<file path="src/hdl/mjs_defines.vh">
// Constants for the motor load jam overcurrent stage
`ifndef MJS_DEFINES_VH
`define MJS_DEFINES_VH
`define MJS_CLK_HZ 250000000
`define MJS_PROG_CYC_MS 5
`define MJS_PROG_CYC_CLKS (`MJS_CLK_HZ / 1000 * `MJS_PROG_CYC_MS)
`define MJS_PRE_TRIG_MS 20
`define MJS_PRE_TRIG_CYC (`MJS_PRE_TRIG_MS / `MJS_PROG_CYC_MS)
`define MJS_PRE_FAULT_MS 200
`define MJS_PRE_FAULT_CYC (`MJS_PRE_FAULT_MS / `MJS_PROG_CYC_MS)
`define MJS_REC_DEPTH 12
`define MJS_GROUPS 8
`define MJS_A_CTRL 8'h00
`define MJS_A_STALL 8'h04
`define MJS_A_HOTLIM 8'h08
`define MJS_A_EVTCFG 8'h0c
`define MJS_A_STATUS 8'h10
`define MJS_A_TIMES 8'h14
`define MJS_A_CNT_START 8'h18
`define MJS_A_CNT_TRIP 8'h1c
`define MJS_A_CNT_BLOCK 8'h20
`define MJS_A_REC_SEL 8'h24
`define MJS_A_REC_W0 8'h28
`define MJS_A_REC_W1 8'h2c
`define MJS_A_REC_W2 8'h30
`define MJS_A_REC_W3 8'h34
`define MJS_A_PICKUP0 8'h40
`define MJS_A_DELAY0 8'h60
`define MJS_RST_CTRL 8'h00
`define MJS_RST_COLD 13'h00c8
`define MJS_RST_HOT 13'h0096
`define MJS_RST_HOTLIM 10'h2bc
`define MJS_RST_EVTCFG 6'h3f
`define MJS_RST_PICKUP 9'h03c
`define MJS_RST_DELAY 16'h00c8
`define MJS_THETA_FULL 10'h3e8
`define MJS_PICKUP_SCALE 4'ha
`define MJS_MODE_ON 3'h0
`define MJS_MODE_BLOCKED 3'h1
`define MJS_MODE_TEST 3'h2
`define MJS_MODE_TEST_BLK 3'h3
`define MJS_MODE_OFF 3'h4
`define MJS_COND_NORMAL 2'h0
`define MJS_COND_START 2'h1
`define MJS_COND_TRIP 2'h2
`define MJS_COND_BLOCKED 2'h3
`define MJS_EV_START_ON 3'h0
`define MJS_EV_START_OFF 3'h1
`define MJS_EV_TRIP_ON 3'h2
`define MJS_EV_TRIP_OFF 3'h3
`define MJS_EV_BLOCK_ON 3'h4
`define MJS_EV_BLOCK_OFF 3'h5
`endif

</file>
<file path="src/hdl/mjs_jam_stage.v">
// Load jam overcurrent stage with APB registers, events, counters and fault records
//
// Design decisions made here: the APB register port and the placing of the registers.
`include "mjs_defines.vh"

// Contract
// - Locked rotor uses hot curve above theta limit, else capacity-adjusted cold curve.
// - Same theta limit picks curve for starts when hot/cold start selection enabled.
// - Cold stall time defaults 20.0 s, 0.1 s steps; zero means use hot.
// - Hot stall time defaults 15.0 s and is used on the hot curve.
// - Highest phase current compared to pick-up, default 6.00 xIn, 0.10 steps.
// - Only definite delay timing towards trip.
// - Active setting group switchable while running.
// - Blocking input sampled once at each program cycle start.
// - Pick-up while unblocked asserts start and runs delay timing.
// - Pick-up while blocked asserts blocked, no timing or trip.
// - Blocking after start clears start and releases timing.
// - Rising and falling events for start, trip and blocked, six kinds.
// - Per-event enable selects which messages reach the event buffer.
// - Every stored event carries a time stamp.
// - Cumulative counters for start, trip and blocked activations.
// - Each activation writes a twelve-entry circular fault record.
// - Record holds stamp, event, phases, currents, remaining time, setting group.
// - Remaining and expected time to trip exposed in 5 ms units.
// - Reports behaviour mode and condition normal, start, trip or blocked.
module mjs_jam_stage #(
  parameter PROG_CYC_CLKS = `MJS_PROG_CYC_CLKS,
  parameter CW = 16
) (
  input wire i_sys_clk,
  input wire i_rst,
  input wire i_psel,
  input wire i_penable,
  input wire i_pwrite,
  input wire [7:0] i_paddr,
  input wire [31:0] i_pwdata,
  output wire o_pready,
  output reg [31:0] o_prdata,
  output reg o_pslverr,
  input wire [CW-1:0] i_cur_l1,
  input wire [CW-1:0] i_cur_l2,
  input wire [CW-1:0] i_cur_l3,
  input wire i_block,
  input wire [9:0] i_theta_used,
  input wire i_locked_rotor,
  input wire i_motor_starting,
  input wire [31:0] i_time_ms,
  output reg o_start,
  output reg o_trip,
  output reg o_blocked,
  output reg o_hot_curve,
  output reg [12:0] o_stall_time,
  output reg o_evt_valid,
  output reg [2:0] o_evt_code,
  output reg [31:0] o_evt_stamp
);
  localparam HW = 6;
  // Registers and state
  reg [7:0] ctrl_q;
  reg [12:0] cold_q, hot_q;
  reg [9:0] hotlim_q;
  reg [5:0] evtcfg_q;
  reg [8:0] pickup_q [0:`MJS_GROUPS-1];
  reg [15:0] delay_q [0:`MJS_GROUPS-1];
  reg [3:0] rec_sel_q, rec_wp_q;
  reg [31:0] cnt_start_q, cnt_trip_q, cnt_block_q, div_q, stamp_q;
  reg blk_s1_q, blk_s2_q, blk_q;
  reg st_q, tr_q, bk_q;
  reg [15:0] timer_q, remain_q;
  reg [5:0] pend_q;
  reg [CW-1:0] hist_q [0:`MJS_PRE_FAULT_CYC-1];
  reg [HW-1:0] hptr_q;
  reg [CW-1:0] pre_trig_q, fault_cur_q, pre_fault_q;
  reg [2:0] phases_q, grp_q;
  reg [31:0] rec_stamp_q [0:`MJS_REC_DEPTH-1], rec_w1_q [0:`MJS_REC_DEPTH-1];
  reg [31:0] rec_w2_q [0:`MJS_REC_DEPTH-1], rec_w3_q [0:`MJS_REC_DEPTH-1];
  integer k, j;

  wire tick = (div_q == PROG_CYC_CLKS - 1);
  wire [2:0] mode = ctrl_q[2:0];
  wire hc_start_en = ctrl_q[3];
  wire [2:0] grp = ctrl_q[6:4];
  wire stage_off = (mode > `MJS_MODE_TEST_BLK);
  wire test_mode = (mode == `MJS_MODE_TEST) || (mode == `MJS_MODE_TEST_BLK);
  wire mode_blk = (mode == `MJS_MODE_BLOCKED) || (mode == `MJS_MODE_TEST_BLK);

  wire [CW-1:0] max12 = (i_cur_l1 > i_cur_l2) ? i_cur_l1 : i_cur_l2;
  wire [CW-1:0] imax = (max12 > i_cur_l3) ? max12 : i_cur_l3;
  wire [CW+3:0] thr = pickup_q[grp] * `MJS_PICKUP_SCALE;
  wire [2:0] over = {({4'h0, i_cur_l3} >= thr), ({4'h0, i_cur_l2} >= thr),
                     ({4'h0, i_cur_l1} >= thr)};
  wire pick = ({4'h0, imax} >= thr);
  wire [15:0] dly = (delay_q[grp] == 16'h0000) ? 16'h0001 : delay_q[grp];
  wire [15:0] timer_nx = timer_q + 16'h0001;

  wire [12:0] cold_eff = (cold_q == 13'h0000) ? hot_q : cold_q;
  wire [9:0] theta = (i_theta_used > `MJS_THETA_FULL) ? `MJS_THETA_FULL : i_theta_used;
  wire [22:0] cold_prod = cold_eff * (`MJS_THETA_FULL - theta);
  wire [22:0] cold_div = cold_prod / `MJS_THETA_FULL;
  wire [12:0] cold_adj = cold_div[12:0];
  wire is_hot = (theta > hotlim_q);
  // starts use curve choice when enabled
  wire curve_act = i_locked_rotor || (i_motor_starting && hc_start_en);

  // Next stage state at each program cycle
  reg st_d, tr_d, bk_d;
  reg [15:0] timer_d;
  always @* begin
    st_d = 1'b0;
    tr_d = 1'b0;
    bk_d = 1'b0;
    timer_d = 16'h0000;
    if (!stage_off && pick) begin
      if (blk_q) begin
        bk_d = 1'b1;
      end else begin
        st_d = 1'b1;
        timer_d = (timer_q >= dly) ? dly : timer_nx;
        tr_d = (timer_nx >= dly) || tr_q;
      end
    end
  end

  // Event edges found at this program cycle
  wire [5:0] edges = {bk_q & ~bk_d, ~bk_q & bk_d, tr_q & ~tr_d, ~tr_q & tr_d,
                      st_q & ~st_d, ~st_q & st_d};
  reg [2:0] ev_sel;
  always @* begin
    ev_sel = 3'h0;
    for (j = 5; j >= 0; j = j - 1) begin
      if (pend_q[j]) begin
        ev_sel = j[2:0];
      end
    end
  end
  wire ev_go = |pend_q;
  wire ev_on = ev_go && !ev_sel[0];
  // Program cycle divider
  always @(posedge i_sys_clk) begin
    if (i_rst || tick) begin
      div_q <= 32'h0;
    end else begin
      div_q <= div_q + 32'h1;
    end
  end

  // block synchronised, sampled once per cycle
  // late block still acts next cycle
  always @(posedge i_sys_clk) begin
    if (i_rst) begin
      blk_s1_q <= 1'b0;
      blk_s2_q <= 1'b0;
      blk_q <= 1'b0;
    end else begin
      blk_s1_q <= i_block;
      blk_s2_q <= blk_s1_q;
      if (tick) begin
        blk_q <= blk_s2_q || mode_blk;
      end
    end
  end

  // Stage state, current history and record snapshot
  always @(posedge i_sys_clk) begin
    if (i_rst) begin
      st_q <= 1'b0;
      tr_q <= 1'b0;
      bk_q <= 1'b0;
      timer_q <= 16'h0000;
      hptr_q <= {HW{1'b0}};
      stamp_q <= 32'h0;
      pre_trig_q <= {CW{1'b0}};
      fault_cur_q <= {CW{1'b0}};
      pre_fault_q <= {CW{1'b0}};
      phases_q <= 3'h0;
      remain_q <= 16'h0000;
      grp_q <= 3'h0;
    end else if (tick) begin
      st_q <= st_d;
      tr_q <= tr_d;
      bk_q <= bk_d;
      timer_q <= timer_d;
      hist_q[hptr_q] <= imax;
      hptr_q <= (hptr_q == `MJS_PRE_FAULT_CYC - 1) ? {HW{1'b0}} : hptr_q + 1'b1;
      if (|edges) begin
        stamp_q <= i_time_ms;
        pre_trig_q <= hist_q[(hptr_q + `MJS_PRE_FAULT_CYC - `MJS_PRE_TRIG_CYC)
                             % `MJS_PRE_FAULT_CYC];
        fault_cur_q <= imax;
        phases_q <= over;
        remain_q <= tr_d ? 16'h0000 : dly - timer_d;
        grp_q <= grp;
        if (edges[0]) begin
          pre_fault_q <= hist_q[hptr_q];
        end
      end
    end
  end

  // six event kinds drained one per clock
  always @(posedge i_sys_clk) begin
    if (i_rst) begin
      pend_q <= 6'h00;
      o_evt_valid <= 1'b0;
      o_evt_code <= 3'h0;
      o_evt_stamp <= 32'h0;
    end else begin
      pend_q <= (pend_q & ~(ev_go ? (6'h01 << ev_sel) : 6'h00)) | (tick ? edges : 6'h00);
      o_evt_valid <= ev_go && evtcfg_q[ev_sel];
      if (ev_go) begin
        o_evt_code <= ev_sel;
        o_evt_stamp <= stamp_q;
      end
    end
  end

  always @(posedge i_sys_clk) begin
    if (i_rst) begin
      cnt_start_q <= 32'h0;
      cnt_trip_q <= 32'h0;
      cnt_block_q <= 32'h0;
    end else if (tick) begin
      cnt_start_q <= cnt_start_q + {31'h0, edges[0]};
      cnt_trip_q <= cnt_trip_q + {31'h0, edges[2]};
      cnt_block_q <= cnt_block_q + {31'h0, edges[4]};
    end
  end

  // circular store of last twelve activations
  always @(posedge i_sys_clk) begin
    if (i_rst) begin
      rec_wp_q <= 4'h0;
    end else if (ev_on) begin
      rec_stamp_q[rec_wp_q] <= stamp_q;
      rec_w1_q[rec_wp_q] <= {5'h0, grp_q, 1'b0, phases_q, 1'b0, ev_sel, remain_q};
      rec_w2_q[rec_wp_q] <= {pre_trig_q, fault_cur_q};
      rec_w3_q[rec_wp_q] <= {16'h0000, pre_fault_q};
      rec_wp_q <= (rec_wp_q == `MJS_REC_DEPTH - 1) ? 4'h0 : rec_wp_q + 4'h1;
    end
  end

  // hot or adjusted cold stall curve when a curve is active, else unadjusted cold time
  // hot curve selects hot time
  // Test modes keep start, trip and blocked outputs quiet
  always @(posedge i_sys_clk) begin
    if (i_rst) begin
      o_hot_curve <= 1'b0;
      o_stall_time <= 13'h0000;
      o_start <= 1'b0;
      o_trip <= 1'b0;
      o_blocked <= 1'b0;
    end else begin
      o_hot_curve <= curve_act && is_hot;
      o_stall_time <= !curve_act ? cold_eff : (is_hot ? hot_q : cold_adj);
      o_start <= st_q && !test_mode;
      o_trip <= tr_q && !test_mode;
      o_blocked <= bk_q && !test_mode;
    end
  end

  // APB write decode, groups at their own words
  wire apb_wr = i_psel && i_penable && i_pwrite;
  wire apb_setup = i_psel && !i_penable;
  wire in_pk = (i_paddr[7:5] == 3'h2);
  wire in_dl = (i_paddr[7:5] == 3'h3);
  wire [2:0] gidx = i_paddr[4:2];
  always @(posedge i_sys_clk) begin
    if (i_rst) begin
      ctrl_q <= `MJS_RST_CTRL;
      cold_q <= `MJS_RST_COLD;
      hot_q <= `MJS_RST_HOT;
      hotlim_q <= `MJS_RST_HOTLIM;
      evtcfg_q <= `MJS_RST_EVTCFG;
      rec_sel_q <= 4'h0;
      for (k = 0; k < `MJS_GROUPS; k = k + 1) begin
        pickup_q[k] <= `MJS_RST_PICKUP;
        delay_q[k] <= `MJS_RST_DELAY;
      end
    end else if (apb_wr) begin
      case (i_paddr)
        `MJS_A_CTRL: ctrl_q <= i_pwdata[7:0];
        `MJS_A_STALL: begin
          cold_q <= i_pwdata[12:0];
          hot_q <= i_pwdata[28:16];
        end
        `MJS_A_HOTLIM: hotlim_q <= i_pwdata[9:0];
        `MJS_A_EVTCFG: evtcfg_q <= i_pwdata[5:0];
        `MJS_A_REC_SEL: rec_sel_q <= (i_pwdata[3:0] < `MJS_REC_DEPTH) ? i_pwdata[3:0] : 4'h0;
        default: begin
          if (in_pk) begin
            pickup_q[gidx] <= i_pwdata[8:0];
          end
          if (in_dl) begin
            delay_q[gidx] <= i_pwdata[15:0];
          end
        end
      endcase
    end
  end

  wire [1:0] cond = tr_q ? `MJS_COND_TRIP : st_q ? `MJS_COND_START :
                    bk_q ? `MJS_COND_BLOCKED : `MJS_COND_NORMAL;
  wire [15:0] remain_now = st_q ? (dly - timer_q) : 16'h0000;
  // Record slot shown for reading
  wire [31:0] rs_full = (rec_wp_q + `MJS_REC_DEPTH - 1 - rec_sel_q) % `MJS_REC_DEPTH;
  wire [3:0] rs = rs_full[3:0];
  // Read data captured in setup, shown in access
  reg [31:0] rd_d;
  reg err_d;
  always @* begin
    rd_d = 32'h0;
    err_d = 1'b0;
    case (i_paddr)
      `MJS_A_CTRL: rd_d = {24'h0, ctrl_q};
      `MJS_A_STALL: rd_d = {3'h0, hot_q, 3'h0, cold_q};
      `MJS_A_HOTLIM: rd_d = {22'h0, hotlim_q};
      `MJS_A_EVTCFG: rd_d = {26'h0, evtcfg_q};
      `MJS_A_STATUS: rd_d = {24'h0, bk_q, tr_q, st_q, cond, mode};
      `MJS_A_TIMES: rd_d = {dly, remain_now};
      `MJS_A_CNT_START: rd_d = cnt_start_q;
      `MJS_A_CNT_TRIP: rd_d = cnt_trip_q;
      `MJS_A_CNT_BLOCK: rd_d = cnt_block_q;
      `MJS_A_REC_SEL: rd_d = {24'h0, rec_wp_q, rec_sel_q};
      `MJS_A_REC_W0: rd_d = rec_stamp_q[rs];
      `MJS_A_REC_W1: rd_d = rec_w1_q[rs];
      `MJS_A_REC_W2: rd_d = rec_w2_q[rs];
      `MJS_A_REC_W3: rd_d = rec_w3_q[rs];
      default: begin
        if (in_pk) begin
          rd_d = {23'h0, pickup_q[gidx]};
        end else if (in_dl) begin
          rd_d = {16'h0, delay_q[gidx]};
        end else begin
          err_d = 1'b1;
        end
      end
    endcase
  end
  // APB answer registers
  always @(posedge i_sys_clk) begin
    if (i_rst) begin
      o_prdata <= 32'h0;
      o_pslverr <= 1'b0;
    end else if (apb_setup) begin
      o_prdata <= i_pwrite ? 32'h0 : rd_d;
      o_pslverr <= err_d;
    end
  end

  // Zero-wait access phase
  assign o_pready = 1'b1;
endmodule // mjs_jam_stage

</file>
<file path="config.mk">
export PLATFORM = sky130hd
export DESIGN_NAME = mjs_jam_stage
export DESIGN_NICKNAME = d
export VERILOG_FILES = /design/src/hdl/mjs_jam_stage.v
export VERILOG_INCLUDE_DIRS = /design/src /design/src/hdl
export SDC_FILE = /design/constraint.sdc
export NUM_CORES = 2
export LEC_CHECK = 0
export BUFFER_PORTS_ARGS = -buffer_cell sky130_fd_sc_hd__buf_2
export CAP_MARGIN = 5
export CORE_UTILIZATION = 35
export CTS_BUF_LIST = sky130_fd_sc_hd__clkbuf_8
export CTS_CLUSTER_SIZE = 20
export DETAILED_ROUTE_END_ITERATION = 7
export PLACE_DENSITY = 0.57
export SETUP_SLACK_MARGIN = 0.02
export SKIP_CTS_REPAIR_TIMING = 1
export SLEW_MARGIN = 20
export SYNTH_ARGS = -nofsm -noshare
export SYNTH_HDL_FRONTEND = slang
export SYNTH_SLANG_ARGS = --single-unit
</file>
<file path="constraint.sdc">
create_clock -name i_sys_clk -period 44 [get_ports i_sys_clk]
set_input_delay 2.2 -clock i_sys_clk [delete_from_list [all_inputs] [get_ports i_sys_clk]]
set_output_delay 2.2 -clock i_sys_clk [all_outputs]
set_load 0.01 [all_outputs]
</file>
==> flow_metrics.py <==
metrics = {
    "synthesis": {
        "yosysSeqAreaShare_pct": 61.67,
        "synthArstFlopShare_pct": 0,
        "synthCells": 7959,
        "ys_ff_latch": 2511,
        "syn-cell-area_sq_um": 115600,
        "syn_avg_cell_area_sq_um": 14.52,
        "yosys_warnings": 0,
        "synth.net_count": 8447,
        "synth.distinct_cells": 125,
        "synth-edff-count": 2100,
        "ys.flop_type": "edfxtp_1",
    },
    "sta": {
        "final_max_slew_viol_count": 0,
        "rsz0062_at_grt": "no",
        "tns_ns": 0,
        "worstMarginPinSlew_ns": 1.244,
        "fmax_ghz": 0.05220,
        "fin_skew_ns": 0.09901,
        "min_period_ns": 19.16,
        "finalHoldViolCount": 0,
        "finalSetupViolations": 0,
        "maxSlewHeadroom_pct": 14.70,
        "fin_ws_ns": 24.84,
        "period_share_pct": 43.54,
    },
    "setup_path": {
        "cp.arrival_ns": 20.10,
        "crit_path_end": "o_stall_time[0]",
        "crit_fanout": 15,
        "required_ns": 44.95,
        "critPathMaxStageDelay_ns": 0.91,
        "crit_path_top_delay_cell": "o41ai_1",
        "reg2regPathDepth": 47,
        "crit_top_cell": "fa_1",
        "worst_r2r_endpoint": "o_stall_time[0]",
        "criticalPathCategory": "in2reg",
        "cp-startpoint": "i_theta_used[6]",
        "r2r_slack_ns": 26.79,
        "r2r_start": "cold_q[12]",
        "start_kind": "input port",
        "crit_path_end_kind": "flop",
    },
    "floorplan": {
        "rows": 210,
        "die_area_sq_um": 332600,
        "die_y_microns": 576.7,
        "io_pins": 225,
        "core_sq_um": 327900,
        "die_width_microns": 576.7,
        "start_util_pct": 35.25,
    },
    "final_layout": {
        "fin_nets": 8823,
        "area_growth_pct": 12.96,
        "drive_gt1_share_pct": 20.95,
        "fillerInstances": 30429,
        "layout_commonest_cell": "edfxtp_1",
        "fin_cells": 13029,
        "final_cell_mix": "edfxtp_1 (2100), nand2_1 (735), mux4_2 (630)",
    },
    "clock_tree": {
        "insertion_delay_ns": 1.04,
        "clkTransAtPathRegs_ns": 0.06,
        "cts_root_buffer": "clkbuf_8",
        "cts_tree": "done",
        "cts_buffers": 404,
        "clock_sinks": 2511,
        "htreeDepth": 5,
        "cts_buffer_depth": 4,
    },
    "routing": {
        "drt_iter0_markers": 8096,
        "ant_nets": 0,
        "dr.pass1.iters": 8,
        "drc": 15,
        "wl_mm": 343.7,
        "wire_per_inst_microns": 26.38,
        "num_vias": 72538,
        "viasPerCell": 5.567,
    },
    "grt": {
        "track_usage_pct": 20.20,
        "antenna_found_initial": 36,
        "grt_pass1_vias": 71976,
        "grt_pass1_wl_mm": 494.7,
        "grt_max_degree": 112,
        "global_route.overflow_total": 0,
    },
    "placed_design": {
        "portBuffers": 220,
        "hpwlAfterDp_mm": 220.1,
        "dp.cells": 12273,
        "place.gp.congestion": 0.9085,
        "pre_cts_ws_ns": 23.82,
    },
    "pwr": {
        "p_leak_nw": 40.53,
        "peakVddDrop_v": 0.0001560,
        "p_per_area_nw_per_um2": 50.19,
    },
    "worst_hold_path": {
        "worstHoldPathType": "reg2reg",
    },
    "outcome": {
        "status": "complete, but fails checks",
        "violations": "DRC",
    },
    "run": {
        "max_cap_violations": 0,
    },
}
==> report_power, final <==
part	total (mW)	leakage, nW	internal (mW)	switching [mW]
registers	2.60	19.6	2.60	0.00590
logic	1.97	16.3	0.704	1.26
clock network	1.99	4.55	1.04	0.947
total	6.55	40.5	4.34	2.22
==> flip-flops by register name (all words and copies together), names as in the netlist, 32 cells and up, named ones only <==
| register | cells |
|---|---|
| hist_q | 640 |
| rec_w3_q | 192 |
| rec_w2_q | 384 |
| rec_stamp_q | 384 |
| pickup_q | 72 |
| o_prdata | 32 |
| div_q | 32 |
| stamp_q | 32 |
| rec_w1_q | 300 |
| cnt_block_q | 32 |
| cnt_start_q | 32 |
| o_evt_stamp | 32 |
| cnt_trip_q | 32 |
| delay_q | 128 |
==> cell usage after synthesis (15+ instances only) <==
cell          n  area [sq um]
a211oi_1     25         187.7
a21o_1       64         480.5
a21oi_1     471          2357
a221oi_1     31         271.5
a222oi_1     36         360.4
a22o_1       15         131.4
a22oi_1      48         360.4
a31oi_1      27         168.9
and2_1      196          1226
and3_1       53         331.6
buf_1        66         247.7
buf_2        18         90.09
clkbuf_1    346          1299
dfxtp_1     411          8228
edfxtp_1   2100         63060
fa_1        103          2062
ha_1        247          3090
inv_1       256         960.9
mux2_2       47         529.3
mux2i_1     153          1531
mux4_2      630         14190
nand2_1     736          2763
nand2b_1     66         412.9
nand3_1     167         835.8
nand4_1      58         362.9
nor2_1      447          1678
nor2b_1      48         300.3
nor3_1       99         495.5
nor4_1       43         269.0
o2111ai_1    17         148.9
o211ai_1     46         345.3
o21a_1       19         142.6
o21ai_0     218          1091
o21ai_1      18         90.09
o21bai_1     19         142.6
o22ai_1      49         306.5
o31ai_1      16         120.1
or2_2        16         100.1
or3_1        80         500.5
xnor2_1     102         893.4
xor2_1      101         884.6
==> worst min-delay path by stage <==
stage / from / end / slack [ns] / cells past startpoint
2_1_floorplan: blk_s1_q / blk_s2_q / 0.41 / 1
3_3_place_gp: div_q[0] / div_q[0] / 0.43 / 1
3_5_place_dp: o_prdata[6] / o_prdata[6] / 0.44 / 2
4_1_cts: o_prdata[6] / o_prdata[6] / 0.45 / 2
5_1_grt: o_evt_stamp[10] / o_evt_stamp[10] / 0.46 / 2
6_report: o_evt_stamp[25] / o_evt_stamp[25] / 0.45 / 2
==> metrics by stage <==
stage | total power, mW | hold slack [ns] | util [%] | area (sq um)
floorplan | 4.152 | 0.4138 | - | 115600
global placement | 4.537 | 0.4278 | 37.36 | 122500
detailed placement | 4.568 | 0.4428 | 37.37 | 122500
CTS | 6.554 | 0.4526 | 39.78 | 130500
global route | 6.863 | 0.4629 | 39.81 | 130500
finish | 6.554 | 0.4500 | 39.82 | 130600
==> cells by family after synthesis <==
kind of cell	count (synthesis)	synth area share, %
xor gates and xnor gates	205	1.572
adders and majority gates	350	4.457
buffers and inverters	712	2.428
DFF	2511	61.67
AOI/OAI and AO/OA	1280	7.269
other	1	0.003244
and+or+nand+nor	2061	8.426
muxes	839	14.18
==> final cells by class <==
cell class / instances / area [sq um] / share of cell area (%)
Tap cell: 4346 / 5438 / 4.164
Timing Repair Buffer: 423 / 2826 / 2.165
Sequential cell: 2511 / 71310 / 54.61
Inverter: 259 / 972.2 / 0.7445
Multi-Input combinational cell: 4736 / 42060 / 32.21
Clock inverter: 295 / 1861 / 1.425
Antenna cell: 18 / 45.04 / 0.03449
Clock buffer: 441 / 6070 / 4.648
==> layer usage <==
layer  global-route usage, %  vias up  part of all wire, %
li1                        -    31559                    -
met1                   28.44    37560                   43
met2                   31.60     2866                   46
met3                   3.905      531                  7.9
met4                   6.098       22                  3.0
met5                       0        -                0.043
==> critical path, delay by kind of cell <==
kind                     cells  cell delay, ns
buffers and inverters        2            0.21
multiplexers                 4            1.32
adder cells (fa/ha/maj)      7            3.49
AND/OR/NAND/NOR             14            5.29
AO/OA/AOI/OAI               23            6.98
XOR/XNOR                     1            0.58
Note: power is estimated with default switching activity, not from simulation.
